`src/lhiac_pkg.sv`:
```
/*
  Constants, field layouts and carrier types for the attention and
  initialization control block of a LAN controller.
  Assumes a 24-bit memory address space and a 16-bit shared memory word.
*/
package lhiac_pkg;

  // ----------------------------------------------------------------
  // memory map of the initialization root
  // ----------------------------------------------------------------
  localparam logic [23:0] ROOT_ADDR    = 24'hfffff6;
  localparam logic [23:0] INTERMEDIATE_POINTER_LO_OFS  = 24'h000006;
  localparam logic [23:0] INTERMEDIATE_POINTER_HI_OFS  = 24'h000008;
  localparam logic [23:0] SCB_OFS_OFS  = 24'h000002;
  localparam logic [23:0] BASE_LO_OFS  = 24'h000004;
  localparam logic [23:0] BASE_HI_OFS  = 24'h000006;
  localparam logic [23:0] STAT_OFS     = 24'h000000;
  localparam logic [23:0] CMD_OFS      = 24'h000002;
  localparam logic [23:0] BYTE_STEP    = 24'h000001;
  localparam logic [7:0]  BUSY_CLEAR   = 8'h00;

  // ----------------------------------------------------------------
  // status bit positions inside the four interrupt flags
  // ----------------------------------------------------------------
  localparam int STAT_CX  = 3;
  localparam int STAT_FR  = 2;
  localparam int STAT_CNR = 1;
  localparam int STAT_RNR = 0;

  // ----------------------------------------------------------------
  // carrier types
  // ----------------------------------------------------------------
  typedef struct packed {
    logic [3:0] ack;
    logic       rsv0;
    logic [2:0] cu_cmd;
    logic       rsv1;
    logic [2:0] ru_cmd;
    logic [3:0] rsv2;
  } lhiac_cmd_s;

  typedef struct packed {
    logic [3:0] stat;
    logic       rsv0;
    logic [2:0] cu_state;
    logic       rsv1;
    logic [2:0] ru_state;
    logic [3:0] rsv2;
  } lhiac_stat_s;

  typedef struct packed {
    logic [3:0] fifo_limit;
    logic       ready_mode;
    logic       save_bad;
    logic [2:0] addr_len;
  } lhiac_cfg_s;

  typedef struct packed {
    logic [23:0] addr;
    logic        we;
    logic        byte_op;
    logic [15:0] wdata;
  } lhiac_mem_s;

  localparam lhiac_cfg_s CFG_RESET = '{fifo_limit: 4'h8, ready_mode: 1'b0,
                                       save_bad: 1'b0, addr_len: 3'h6};

  typedef enum logic [3:0] {
    S_RESET_WAIT, S_RD_BUS_WIDTH_SELECT, S_RD_INTERMEDIATE_POINTER_LO, S_RD_INTERMEDIATE_POINTER_HI, S_RD_SCB_OFS,
    S_RD_BASE_LO, S_RD_BASE_HI, S_WR_BUSY, S_CA_IDLE, S_RD_CMD, S_ACCEPT,
    S_INT_LOW, S_WR_STAT, S_WR_CMD, S_INT_HIGH
  } lhiac_state_e;

endpackage

```
`src/lhiac_ca_edge.sv`:
```
/*
  Attention strobe synchronizer, falling-edge detector and service latch.
  Assumes the strobe is asynchronous to core_clk.
*/
`timescale 1ns/1ps
module lhiac_ca_edge
  import lhiac_pkg::*;
(
  input  wire logic core_clk,
  input  wire logic sys_rst,
  input  wire logic channel_attention,
  input  wire logic latch_clr,
  output logic      ca_latched
);

  logic sync1_reg, sync2_reg, prev_reg, fall_reg, latch_reg;
  logic fall_next, latch_next;

  always_comb begin
    fall_next  = prev_reg & ~sync2_reg;
    latch_next = fall_reg | (latch_reg & ~latch_clr);
  end

  always_ff @(posedge core_clk or posedge sys_rst) begin
    if (sys_rst) begin
      sync1_reg <= 1'b1;
      sync2_reg <= 1'b1;
      prev_reg  <= 1'b1;
      fall_reg  <= 1'b0;
      latch_reg <= 1'b0;
    end else begin
      sync1_reg <= channel_attention;
      sync2_reg <= sync1_reg;
      prev_reg  <= sync2_reg;
      fall_reg  <= fall_next;
      latch_reg <= latch_next;
    end
  end

  assign ca_latched = latch_reg;
endmodule // lhiac_ca_edge

```
`src/lhiac_ctl.sv`:
```
/*
  Attention handling, initialization walk and first configuration group.
  Assumes a memory port that holds mem_rdy while mem_req is high, and
  command and receive units that report busy while doing descriptor work.
*/
`timescale 1ns/1ps
module lhiac_ctl
  import lhiac_pkg::*;
(
  input  wire logic        core_clk,
  input  wire logic        sys_rst,
  input  wire logic        channel_attention,
  input  wire logic        bus_grant,
  input  wire logic        mem_rdy,
  input  wire logic [15:0] mem_rdata,
  input  wire logic        cu_busy,
  input  wire logic        ru_busy,
  input  wire logic [2:0]  cu_state,
  input  wire logic [2:0]  ru_state,
  input  wire logic [3:0]  unit_events,
  input  wire logic        cfg_load,
  input  wire lhiac_cfg_s  cfg_in,
  input  wire logic        ia_loaded,
  input  wire logic [3:0]  fifo_level,
  output logic             bus_req,
  output logic             mem_req,
  output lhiac_mem_s       mem_op,
  output logic             int_out,
  output logic             cu_cmd_valid,
  output logic [2:0]       cu_cmd,
  output logic             ru_cmd_valid,
  output logic [2:0]       ru_cmd,
  output logic             bus8_mode,
  output lhiac_cfg_s       cfg_out,
  output logic             broadcast_only,
  output logic             fifo_xfer_req
);

  // ----------------------------------------------------------------
  // state
  // ----------------------------------------------------------------
  lhiac_state_e state_reg, state_next;
  lhiac_mem_s   op_reg, op_next;
  lhiac_cmd_s   cmd_reg, cmd_next;
  lhiac_cfg_s   cfg_reg, cfg_next;
  logic [23:0]  intermediate_pointer_reg, intermediate_pointer_next, base_reg, base_next;
  logic [15:0]  scb_ofs_reg, scb_ofs_next, data_reg, data_next;
  logic [3:0]   pend_reg, pend_next, rep_reg, rep_next;
  logic         req_reg, req_next, half_reg, half_next;
  logic         bus8_reg, bus8_next, int_reg, int_next;
  logic         busreq_reg, busreq_next, clrcmd_reg, clrcmd_next;
  logic         cu_acc_reg, cu_acc_next, ru_acc_reg, ru_acc_next;
  logic         cuv_reg, cuv_next, ruv_reg, ruv_next;
  logic         bcast_reg, bcast_next, fifo_reg, fifo_next;
  logic         rdy_s1_reg, rdy_s2_reg;
  logic         ca_latched, ca_clr, rdy_eff, acc_fire, acc_done, seq_busy;
  logic [15:0]  rd_word;
  logic [23:0]  scb_addr;

  // ----------------------------------------------------------------
  // helpers
  // ----------------------------------------------------------------
  function automatic logic is_access(input lhiac_state_e s);
    return s inside {S_RD_BUS_WIDTH_SELECT, S_RD_INTERMEDIATE_POINTER_LO, S_RD_INTERMEDIATE_POINTER_HI, S_RD_SCB_OFS,
                     S_RD_BASE_LO, S_RD_BASE_HI, S_WR_BUSY, S_RD_CMD,
                     S_WR_STAT, S_WR_CMD};
  endfunction

  function automatic lhiac_mem_s op_of(input lhiac_state_e s,
                                       input logic [23:0] intermediate_pointer,
                                       input logic [23:0] system_control_block,
                                       input lhiac_stat_s st);
    lhiac_mem_s o;
    o = '{addr: ROOT_ADDR, we: 1'b0, byte_op: 1'b0, wdata: 16'h0000};
    unique case (s)
      S_RD_BUS_WIDTH_SELECT:  o.byte_op = 1'b1;
      S_RD_INTERMEDIATE_POINTER_LO: o.addr = ROOT_ADDR + INTERMEDIATE_POINTER_LO_OFS;
      S_RD_INTERMEDIATE_POINTER_HI: o.addr = ROOT_ADDR + INTERMEDIATE_POINTER_HI_OFS;
      S_RD_SCB_OFS: o.addr = intermediate_pointer + SCB_OFS_OFS;
      S_RD_BASE_LO: o.addr = intermediate_pointer + BASE_LO_OFS;
      S_RD_BASE_HI: o.addr = intermediate_pointer + BASE_HI_OFS;
      S_WR_BUSY: begin
        o.addr    = intermediate_pointer;
        o.we      = 1'b1;
        o.byte_op = 1'b1;
        o.wdata   = {8'h00, BUSY_CLEAR};
      end
      S_RD_CMD:     o.addr = system_control_block + CMD_OFS;
      S_WR_STAT: begin
        o.addr  = system_control_block + STAT_OFS;
        o.we    = 1'b1;
        o.wdata = st;
      end
      S_WR_CMD: begin
        o.addr = system_control_block + CMD_OFS;
        o.we   = 1'b1;
      end
      default: o = o;
    endcase
    return o;
  endfunction

  // ----------------------------------------------------------------
  // attention edge and ready handling
  // ----------------------------------------------------------------
  lhiac_ca_edge u_ca_edge (
    .core_clk          (core_clk),
    .sys_rst           (sys_rst),
    .channel_attention (channel_attention),
    .latch_clr         (ca_clr),
    .ca_latched        (ca_latched)
  );

  assign scb_addr = base_reg + {8'h00, scb_ofs_reg};
  assign rdy_eff  = cfg_reg.ready_mode ? mem_rdy : rdy_s2_reg;
  assign acc_fire = req_reg & rdy_eff;
  assign acc_done = acc_fire & (op_reg.byte_op | ~bus8_reg | half_reg);
  assign seq_busy = !(state_reg inside {S_RESET_WAIT, S_CA_IDLE});
  // the first strobe starts init; it must not leave a stale latch behind
  assign ca_clr   = (state_reg inside {S_RESET_WAIT, S_CA_IDLE}) & ca_latched;
  assign rd_word  = (op_reg.byte_op | bus8_reg) ?
                    (half_reg ? {mem_rdata[7:0], data_reg[7:0]} : {8'h00, mem_rdata[7:0]})
                    : mem_rdata;

  // ----------------------------------------------------------------
  // next-state logic
  // ----------------------------------------------------------------
  always_comb begin
    state_next  = state_reg;
    op_next     = op_reg;
    cmd_next    = cmd_reg;
    cfg_next    = cfg_reg;
    intermediate_pointer_next   = intermediate_pointer_reg;
    base_next   = base_reg;
    scb_ofs_next = scb_ofs_reg;
    data_next   = data_reg;
    pend_next   = pend_reg;
    rep_next    = rep_reg;
    req_next    = req_reg;
    half_next   = half_reg;
    bus8_next   = bus8_reg;
    int_next    = int_reg;
    clrcmd_next = clrcmd_reg;
    cu_acc_next = cu_acc_reg;
    ru_acc_next = ru_acc_reg;
    cuv_next    = 1'b0;
    ruv_next    = 1'b0;
    bcast_next  = bcast_reg & ~ia_loaded;
    fifo_next   = fifo_level >= cfg_reg.fifo_limit;
    busreq_next = seq_busy | fifo_next;
    if (cfg_load) begin
      cfg_next = cfg_in;
    end

    // access engine; the grant must be held for a whole sequence
    if (!bus_grant) begin
      req_next  = 1'b0;
      half_next = 1'b0;
    end else if (acc_fire) begin
      req_next  = 1'b0;
      data_next = rd_word;
      half_next = !acc_done;
    end else if (is_access(state_reg) && !req_reg && !rdy_eff) begin
      req_next = 1'b1;
      op_next  = op_of(state_reg, intermediate_pointer_reg, scb_addr,
                       '{stat: pend_reg, rsv0: 1'b0, cu_state: cu_state,
                         rsv1: 1'b0, ru_state: ru_state, rsv2: 4'h0});
      if (half_reg) begin
        op_next.addr = op_next.addr + BYTE_STEP;
      end
    end

    unique case (state_reg)
      S_RESET_WAIT: if (ca_latched) state_next = S_RD_BUS_WIDTH_SELECT;
      S_RD_BUS_WIDTH_SELECT: if (acc_done) begin
        bus8_next  = mem_rdata[0];
        state_next = S_RD_INTERMEDIATE_POINTER_LO;
      end
      S_RD_INTERMEDIATE_POINTER_LO: if (acc_done) begin
        intermediate_pointer_next[15:0] = rd_word;
        state_next      = S_RD_INTERMEDIATE_POINTER_HI;
      end
      S_RD_INTERMEDIATE_POINTER_HI: if (acc_done) begin
        intermediate_pointer_next[23:16] = rd_word[7:0];
        state_next       = S_RD_SCB_OFS;
      end
      S_RD_SCB_OFS: if (acc_done) begin
        scb_ofs_next = rd_word;
        state_next   = S_RD_BASE_LO;
      end
      S_RD_BASE_LO: if (acc_done) begin
        base_next[15:0] = rd_word;
        state_next      = S_RD_BASE_HI;
      end
      S_RD_BASE_HI: if (acc_done) begin
        base_next[23:16] = rd_word[7:0];
        state_next       = S_WR_BUSY;
      end
      S_WR_BUSY: if (acc_done) begin
        pend_next[STAT_CX]  = 1'b1;
        pend_next[STAT_CNR] = 1'b1;
        clrcmd_next = 1'b1;
        cu_acc_next = 1'b1;
        ru_acc_next = 1'b1;
        state_next  = S_INT_LOW;
      end
      S_CA_IDLE: begin
        if (ca_latched) begin
          state_next = S_RD_CMD;
        end else if (pend_reg != rep_reg) begin
          clrcmd_next = 1'b0;
          state_next  = S_INT_LOW;
        end
      end
      S_RD_CMD: if (acc_done) begin
        cmd_next    = rd_word;
        pend_next   = pend_reg & ~rd_word[15:12];
        cu_acc_next = 1'b0;
        ru_acc_next = 1'b0;
        state_next  = S_ACCEPT;
      end
      S_ACCEPT: begin
        if (!cu_acc_reg && !cu_busy) begin
          cu_acc_next = 1'b1;
          cuv_next    = 1'b1;
        end
        if (!ru_acc_reg && !ru_busy) begin
          ru_acc_next = 1'b1;
          ruv_next    = 1'b1;
        end
        if (cu_acc_reg && ru_acc_reg) begin
          clrcmd_next = 1'b1;
          state_next  = S_INT_LOW;
        end
      end
      S_INT_LOW: begin
        int_next   = 1'b0;
        state_next = S_WR_STAT;
      end
      S_WR_STAT: if (acc_done) begin
        rep_next   = op_reg.wdata[15:12];
        state_next = clrcmd_reg ? S_WR_CMD : S_INT_HIGH;
      end
      S_WR_CMD: if (acc_done) state_next = S_INT_HIGH;
      S_INT_HIGH: begin
        int_next   = |pend_reg;
        state_next = S_CA_IDLE;
      end
      default: state_next = S_RESET_WAIT;
    endcase
    pend_next = pend_next | unit_events;                   // set wins over ack
  end

  // ----------------------------------------------------------------
  // registers
  // ----------------------------------------------------------------
  always_ff @(posedge core_clk or posedge sys_rst) begin
    if (sys_rst) begin
      state_reg   <= S_RESET_WAIT;
      op_reg      <= '0;
      cmd_reg     <= '0;
      cfg_reg     <= CFG_RESET;
      intermediate_pointer_reg    <= '0;
      base_reg    <= '0;
      scb_ofs_reg <= '0;
      data_reg    <= '0;
      pend_reg    <= '0;
      rep_reg     <= '0;
      req_reg     <= 1'b0;
      half_reg    <= 1'b0;
      bus8_reg    <= 1'b1;
      int_reg     <= 1'b0;
      busreq_reg  <= 1'b0;
      clrcmd_reg  <= 1'b0;
      cu_acc_reg  <= 1'b0;
      ru_acc_reg  <= 1'b0;
      cuv_reg     <= 1'b0;
      ruv_reg     <= 1'b0;
      bcast_reg   <= 1'b1;
      fifo_reg    <= 1'b0;
      rdy_s1_reg  <= 1'b0;
      rdy_s2_reg  <= 1'b0;
    end else begin
      state_reg   <= state_next;
      op_reg      <= op_next;
      cmd_reg     <= cmd_next;
      cfg_reg     <= cfg_next;
      intermediate_pointer_reg    <= intermediate_pointer_next;
      base_reg    <= base_next;
      scb_ofs_reg <= scb_ofs_next;
      data_reg    <= data_next;
      pend_reg    <= pend_next;
      rep_reg     <= rep_next;
      req_reg     <= req_next;
      half_reg    <= half_next;
      bus8_reg    <= bus8_next;
      int_reg     <= int_next;
      busreq_reg  <= busreq_next;
      clrcmd_reg  <= clrcmd_next;
      cu_acc_reg  <= cu_acc_next;
      ru_acc_reg  <= ru_acc_next;
      cuv_reg     <= cuv_next;
      ruv_reg     <= ruv_next;
      bcast_reg   <= bcast_next;
      fifo_reg    <= fifo_next;
      rdy_s1_reg  <= mem_rdy;
      rdy_s2_reg  <= rdy_s1_reg;
    end
  end

  assign bus_req        = busreq_reg;
  assign mem_req        = req_reg;
  assign mem_op         = op_reg;
  assign int_out        = int_reg;
  assign cu_cmd_valid   = cuv_reg;
  assign cu_cmd         = cmd_reg.cu_cmd;
  assign ru_cmd_valid   = ruv_reg;
  assign ru_cmd         = cmd_reg.ru_cmd;
  assign bus8_mode      = bus8_reg;
  assign cfg_out        = cfg_reg;
  assign broadcast_only = bcast_reg;
  assign fifo_xfer_req  = fifo_reg;
endmodule // lhiac_ctl

```
`config.mk`:
```
export PLATFORM = sky130hd
export DESIGN_NAME = lhiac_ctl
export DESIGN_NICKNAME = d
export VERILOG_FILES = /design/src/lhiac_pkg.sv /design/src/lhiac_ca_edge.sv /design/src/lhiac_ctl.sv
export SDC_FILE = /design/constraint.sdc
export NUM_CORES = 1
export LEC_CHECK = 0
export ABC_AREA = 1
export BUFFER_PORTS_ARGS = -buffer_cell sky130_fd_sc_hd__buf_2
export CAP_MARGIN = 20
export CORE_MARGIN = 10
export CORE_UTILIZATION = 53
export DETAILED_ROUTE_END_ITERATION = 10
export HOLD_SLACK_MARGIN = 0.1
export PLACE_DENSITY = 0.76
export SYNTH_ARGS = -nofsm -noshare
export SYNTH_HDL_FRONTEND = slang
export SYNTH_SLANG_ARGS = --single-unit
```
`constraint.sdc`:
```
create_clock -name core_clk -period 4.1 [get_ports core_clk]
set_input_delay 0.205 -clock core_clk [delete_from_list [all_inputs] [get_ports core_clk]]
set_output_delay 0.205 -clock core_clk [all_outputs]
set_load 0.005 [all_outputs]
```
Word level (Yosys, flattened, before mapping):

Index checks and enable logic that the tools add are counted.

* flip-flop bits (word level): 160
* output and inout bits: 65
* bits of input ports: 48
* logic and storage cells: 189

* order comparisons: 1
* equal/unequal tests: 34
* reduce and logical (&&, ||, !) cells: 37
* add/subtract/negate cells: 6
* multiplexer cells: 54
* bitwise operators: 19

Operators by type and width (count)
* case mux 24 bit (8 select lines): 1
* two-way mux 24 bit: 4
* two-way mux 4 bit: 15
* case mux 4 bit (15 select lines): 1
* adder 24 x 2 -> 24 bit (second input constant): 2
* adder 24 x 3 -> 24 bit (second input constant): 2
* two-way mux 16 bit: 3
* equality test 4 bit (second input constant): 7
* != test 2 bit (second input constant): 14
* adder 24 x 1 -> 24 bit (second input constant): 1
* adder 24 x 16 -> 24 bit: 1
* two-way mux 1 bit: 23
* AND reduction 2 bit: 9
* equality test 4 x 3 -> 1 bit (second input constant): 4
* AND reduction 13 bit: 1
* nonzero test 10 bit: 1
* case mux 1 bit (3 select lines): 3
* equality test 4 x 2 -> 1 bit (second input constant): 2
* logical NOT 1 bit: 8
* AND reduction 4 bit: 2
* AND 1 bit: 6
* != test 2 x 1 -> 1 bit (second input constant): 3
* != test 3 x 1 -> 1 bit (second input constant): 2
* case mux 1 bit (2 select lines): 3
* other kinds (18): 33

Longest topological paths before layout:

* word-level depth: 9
* gate-level depth with buffers: 28
* depth with buffers taken out: 28

Cells and area by module:

From an unflattened synthesis, not the netlist that was laid out.

* cell total of the unflattened synthesis: 1613
* area, all modules: 11113.2 µm²

By module, submodules not included
* lhiac_ctl: times used 1, area an instance 10955.5 µm², sequential area each 3734.8 µm², cells an instance 1601
* lhiac_ca_edge: times used 1, area an instance 157.7 µm², sequential area each 128.9 µm², cells an instance 12

Worst setup path after synthesis:

No wires, ideal clock.

* kind: flip-flop to flip-flop
* start point: register base_reg[0]
* end point: register op_reg, in the netlist mem_op[38]
* setup slack: 1035 ps
* clock period less this slack: 3065 ps
* setup time: 117 ps
* cell stages (with the launch flop): 24
* arrival: 2947 ps
* required time: 3983 ps
* path buffers: 0
* cells stage by stage: dfrtp_1 -> ha_1 -> fa_1 -> nand2_1 -> nand2_1 -> nand2_1 -> o21ai_1 -> inv_1 -> ha_1 -> nand3_4 -> nor2_2 -> nand2_1 -> nand2_1 -> nand3_1 -> nand2_2 -> nand3_2 -> nor3_4 -> nand2_2 -> nor2_4 -> nand2_2 -> nor2_1 -> nand2_1 -> nand3_1 -> nand2_1

* longest elaborated chain between the ends: 8

RTL lines
* start, declared: RTL line lhiac_ctl.sv:46 `logic [23:0] intermediate_pointer_reg, intermediate_pointer_next, base_reg, base_next;`
* start signal, assigned: RTL line lhiac_ctl.sv:289 `base_reg <= base_next;`
* adder 24 x 16 -> 24 bit (*): RTL line lhiac_ctl.sv:114 `assign scb_addr = base_reg + {8'h00, scb_ofs_reg};`
* adder 24 x 2 -> 24 bit: RTL line lhiac_ctl.sv:88, lhiac_ctl.sv:95
* case mux 24 bit (8 select lines) (*): RTL line lhiac_ctl.sv:75 `unique case (s)`
* two-way mux 24 bit (*): RTL line lhiac_ctl.sv:163 `end else if (is_access(state_reg) && !req_reg && !rdy_eff) begin`
* two-way mux 24 bit (*): RTL line lhiac_ctl.sv:159 `end else if (acc_fire) begin`
* two-way mux 24 bit (*): RTL line lhiac_ctl.sv:156 `if (!bus_grant) begin`
* adder 24 x 1 -> 24 bit: RTL line lhiac_ctl.sv:169 `op_next.addr = op_next.addr + BYTE_STEP;`
* two-way mux 24 bit (*): RTL line lhiac_ctl.sv:168 `if (half_reg) begin`
* end signal, assigned: RTL line lhiac_ctl.sv:285 `op_reg <= op_next;`
* end, declared: RTL line lhiac_ctl.sv:43 `lhiac_mem_s op_reg, op_next;`

Every way passes the cells marked *; elsewhere a longest branch is shown, timed or not. The select of a mux whose other input is x is not followed.
A chain may end at the register's enable or synchronous reset.

Worst setup path in the final report:

* start point: register base_reg[0]
* end point: register op_reg, in the netlist mem_op[36]

The elaborated chain is that of the path after synthesis.

==> impl_metrics.tcl <==
set metrics [dict create \
    grt_max_degree 155 \
    worst-endpoint-required_ps 4420 \
    setup_ws_ps 445 \
    slew_violations 0 \
    gp_congestion 1.03 \
    async_flop_share_pct 100 \
    crit_path_end "mem_op[36]$_DFFE_PP0P_" \
    hold_path_class "primary input to register" \
    post_cts_buffers 0 \
    maxSlewHeadroom_pct 22.7 \
    swShare_pct 52.8 \
    fp.dieH_um 164 \
    synth_common_cells "493 x nand2_1, 204 x inv_1, 146 x dfrtp_1" \
    finalSetupTns_ps 0 \
    r2r_start "base_reg[0]$_DFFE_PP0P_" \
    largest_reg_flops 36 \
    rsz0062_at_grt "no" \
    cp-end-kind "register" \
    drt_iter0_drc 1102 \
    p_clk_share_pct 15.0 \
    r2r_end "mem_op[36]$_DFFE_PP0P_" \
    seq_area_frac_synth_pct 35.2 \
    rr_worst_depth 23 \
    wl_per_cell_um 17.6 \
    routed_wirelength_um 35700 \
    root_buffer "clkbuf_16" \
    synth_top_flop_cell "dfrtp_1" \
    cts_resized 0 \
    cts_tree "yes" \
    hold_violations 0 \
    p_leak_nw 6.48 \
    slowest_delay_ps 440 \
    grt_pass1_wl_um 56300 \
    synthDistinctLibCells 63 \
    final_nets 1817 \
    start_util_pct 54.1 \
    path_depth 23 \
    power_density_nw_per_um2 808 \
    die-area_um2 26900 \
    intPower_mw 4.81 \
    fmax_mhz 274 \
    worstMarginPinSlew_ps 1160 \
    ff2ff_setup_slack_ps 440 \
    synth.largest_area_cell "dfrtp_1" \
    crit_path_frequent_cell "nand2_1" \
    crit_path_top_delay_cell "fa_1" \
    core_region_area_um2 20300 \
    area_delta_synth_final_pct 14.8 \
    synth.area.top_cells "dfrtp_1 33%, nand2_1 17%, inv_1 7.0%" \
    pin_count 113 \
    cts_sinks 154 \
    die_x_um 164 \
    setup_viol 0 \
    peakVddDrop_mv 0.376 \
    min_period_ps 3660 \
    pre_cts_slack_ps 489 \
    yosysWarningCount 0 \
    syn_area_um2 11000 \
    outcome "finished clean" \
    synth_edf_count 0 \
    finalCritPeriodShare_pct 89.2 \
    htree_levels 4 \
    overflow 0 \
    drive_gt1_share_pct 15.0 \
    via_per_inst 5.55 \
    fin_util_pct 62.1 \
    antenna_found_initial 1 \
    finClkSkew_ps 13.9 \
    path_buf_inv 2 \
    port-buffer-count 106 \
    yosys_register_bits 154 \
    grt_usage_pct 26.4 \
    synth_area_per_cell_um2 6.80 \
    drc 0 \
    critical_path.top_delay_family "simple AND/OR/NAND/NOR gates" \
    maxCapViolCount 0 \
    p_comb_share_pct 60.0 \
    cp.arrival_ps 3980 \
    path_class "register to register" \
    holdWs_ps 112 \
    cp_cell_sequence "ha_1 > fa_1 > nand2_1 > nand2_1 > nand2_1 > o21ai_1 > inv_1 > ha_1 > nand3_4 > nor2_2 > nand2_1 > nand2_1 > nand3_1 > nand2_2 > nand3_2 > nor3_4 > nand2_2 > nor2_4 > nand2_2 > inv_2 > nand2_1 > nand3_1 > nand2_1" \
    clk-insertion-delay-late_ps 440 \
    ant_nets 0 \
    pwr-share-seq_pct 25.0 \
    cp_max_fo 5 \
    synth_top_area_share_pct 33.3 \
    grt_pass1_vias 10800 \
    synthCells 1614 \
    dr.pass1.iters 6 \
    cp-start-kind "register" \
    num-fill-cells 1909 \
    clk_path_buf_depth 2 \
    vias 11200 \
    synth_most_common_cell "nand2_1" \
    cts_buffers 17 \
    place_hpwl_um 26900 \
    p_sw_mw 5.38 \
    rows 52 \
    clkTransAtPathRegs_ps 70 \
    crit_path_start "base_reg[0]$_DFFE_PP0P_" \
]
## metal layers
| metal | wire, um | track usage, % |
|---|---|---|
| met2 | 16200 | 41.8 |
| met1 | 15100 | 34.8 |
| met5 | 0 | 0 |
| met3 | 2990 | 5.46 |
| met4 | 1370 | 10.5 |
## power by group through the flow
| stage | Clock [mW] | Sequential [mW] | Combinational [mW] |
|---|---|---|---|
| CTS | 1.53 | 2.53 | 6.03 |
| detailed placement | 0 | 2.55 | 5.98 |
| global route | 1.60 | 2.60 | 6.81 |
| global placement | 0 | 2.53 | 5.91 |
| finish | 1.53 | 2.55 | 6.12 |
| floorplan | 0 | 2.43 | 4.33 |
## layout by cell type (no fill, tap or decap), types with 6 or more instances in the layout
cell type,instances
nand2_1,493
nor2_1,145
nand4_1,15
dlygate4sd3_1,26
a211oi_1,7
a21oi_1,62
nor2_2,13
nand3_1,121
buf_2,106
mux2_2,33
inv_2,11
nor3_1,26
nor4_1,6
o21ai_1,12
dfstp_2,8
buf_4,17
inv_1,203
xor2_1,16
o2111ai_1,8
nor2_4,6
ha_1,25
nand3_2,6
conb_1,6
clkbuf_16,17
a31oi_1,9
dfrtp_1,146
nand2_2,15
o21ai_0,124
## through the flow
step	power, mW	instance area (um^2)	instances
detailed placement	8.53	11800	1968
floorplan	6.77	11000	1619
global placement	8.44	11800	1968
global route	11.0	12600	2026
finish	10.2	12600	2027
CTS	10.1	12600	2026
## worst min-delay path by stage
stage                      startpoint                       endpoint  slack [ps]  cells after the start
floorplan           channel_attention  u_ca_edge.sync1_reg$_DFF_PP1_         210                      0
global placement    channel_attention  u_ca_edge.sync1_reg$_DFF_PP1_         310                      1
detailed placement  channel_attention  u_ca_edge.sync1_reg$_DFF_PP1_         310                      1
CTS                          cfg_load         cfg_out[8]$_DFFE_PP1P_         120                      3
global route             mem_rdata[0]          bus8_mode$_DFFE_PP1P_         120                      3
finish                       cfg_load         cfg_out[8]$_DFFE_PP1P_         110                      3
## tightest hold or removal path, cell delays in order
cell and delay (ps):
buf_2 180, nand2_1 80, o21ai_0 80
## layout make-up
class	count	area [um^2]	area share, %
multi-input cells	1203	6100	48.4
repair buffers	150	938	7.44
diodes	1	2.50	0.0198
clock inverters	13	114	0.903
inverters	217	821	6.51
clock buffers	19	433	3.43
well taps	270	338	2.68
flip-flops and latches	154	3860	30.6
## logic make-up after synthesis
logic type	share of synthesized area (%)
xor+xnor	1.52
simple gates	34.2
flops	35.2
compound gates	13.1
other cells	0.0341
mux	3.47
fa+ha+maj	3.03
buf+inv	9.51
## what timing repair did
action | 4_1_cts | 5_1_grt
endpoints found under the setup margin | 0 | 0
endpoints found under the hold margin | 77 | 0
hold buffers | 26 | 0
Power figures use the tool's default switching activity.
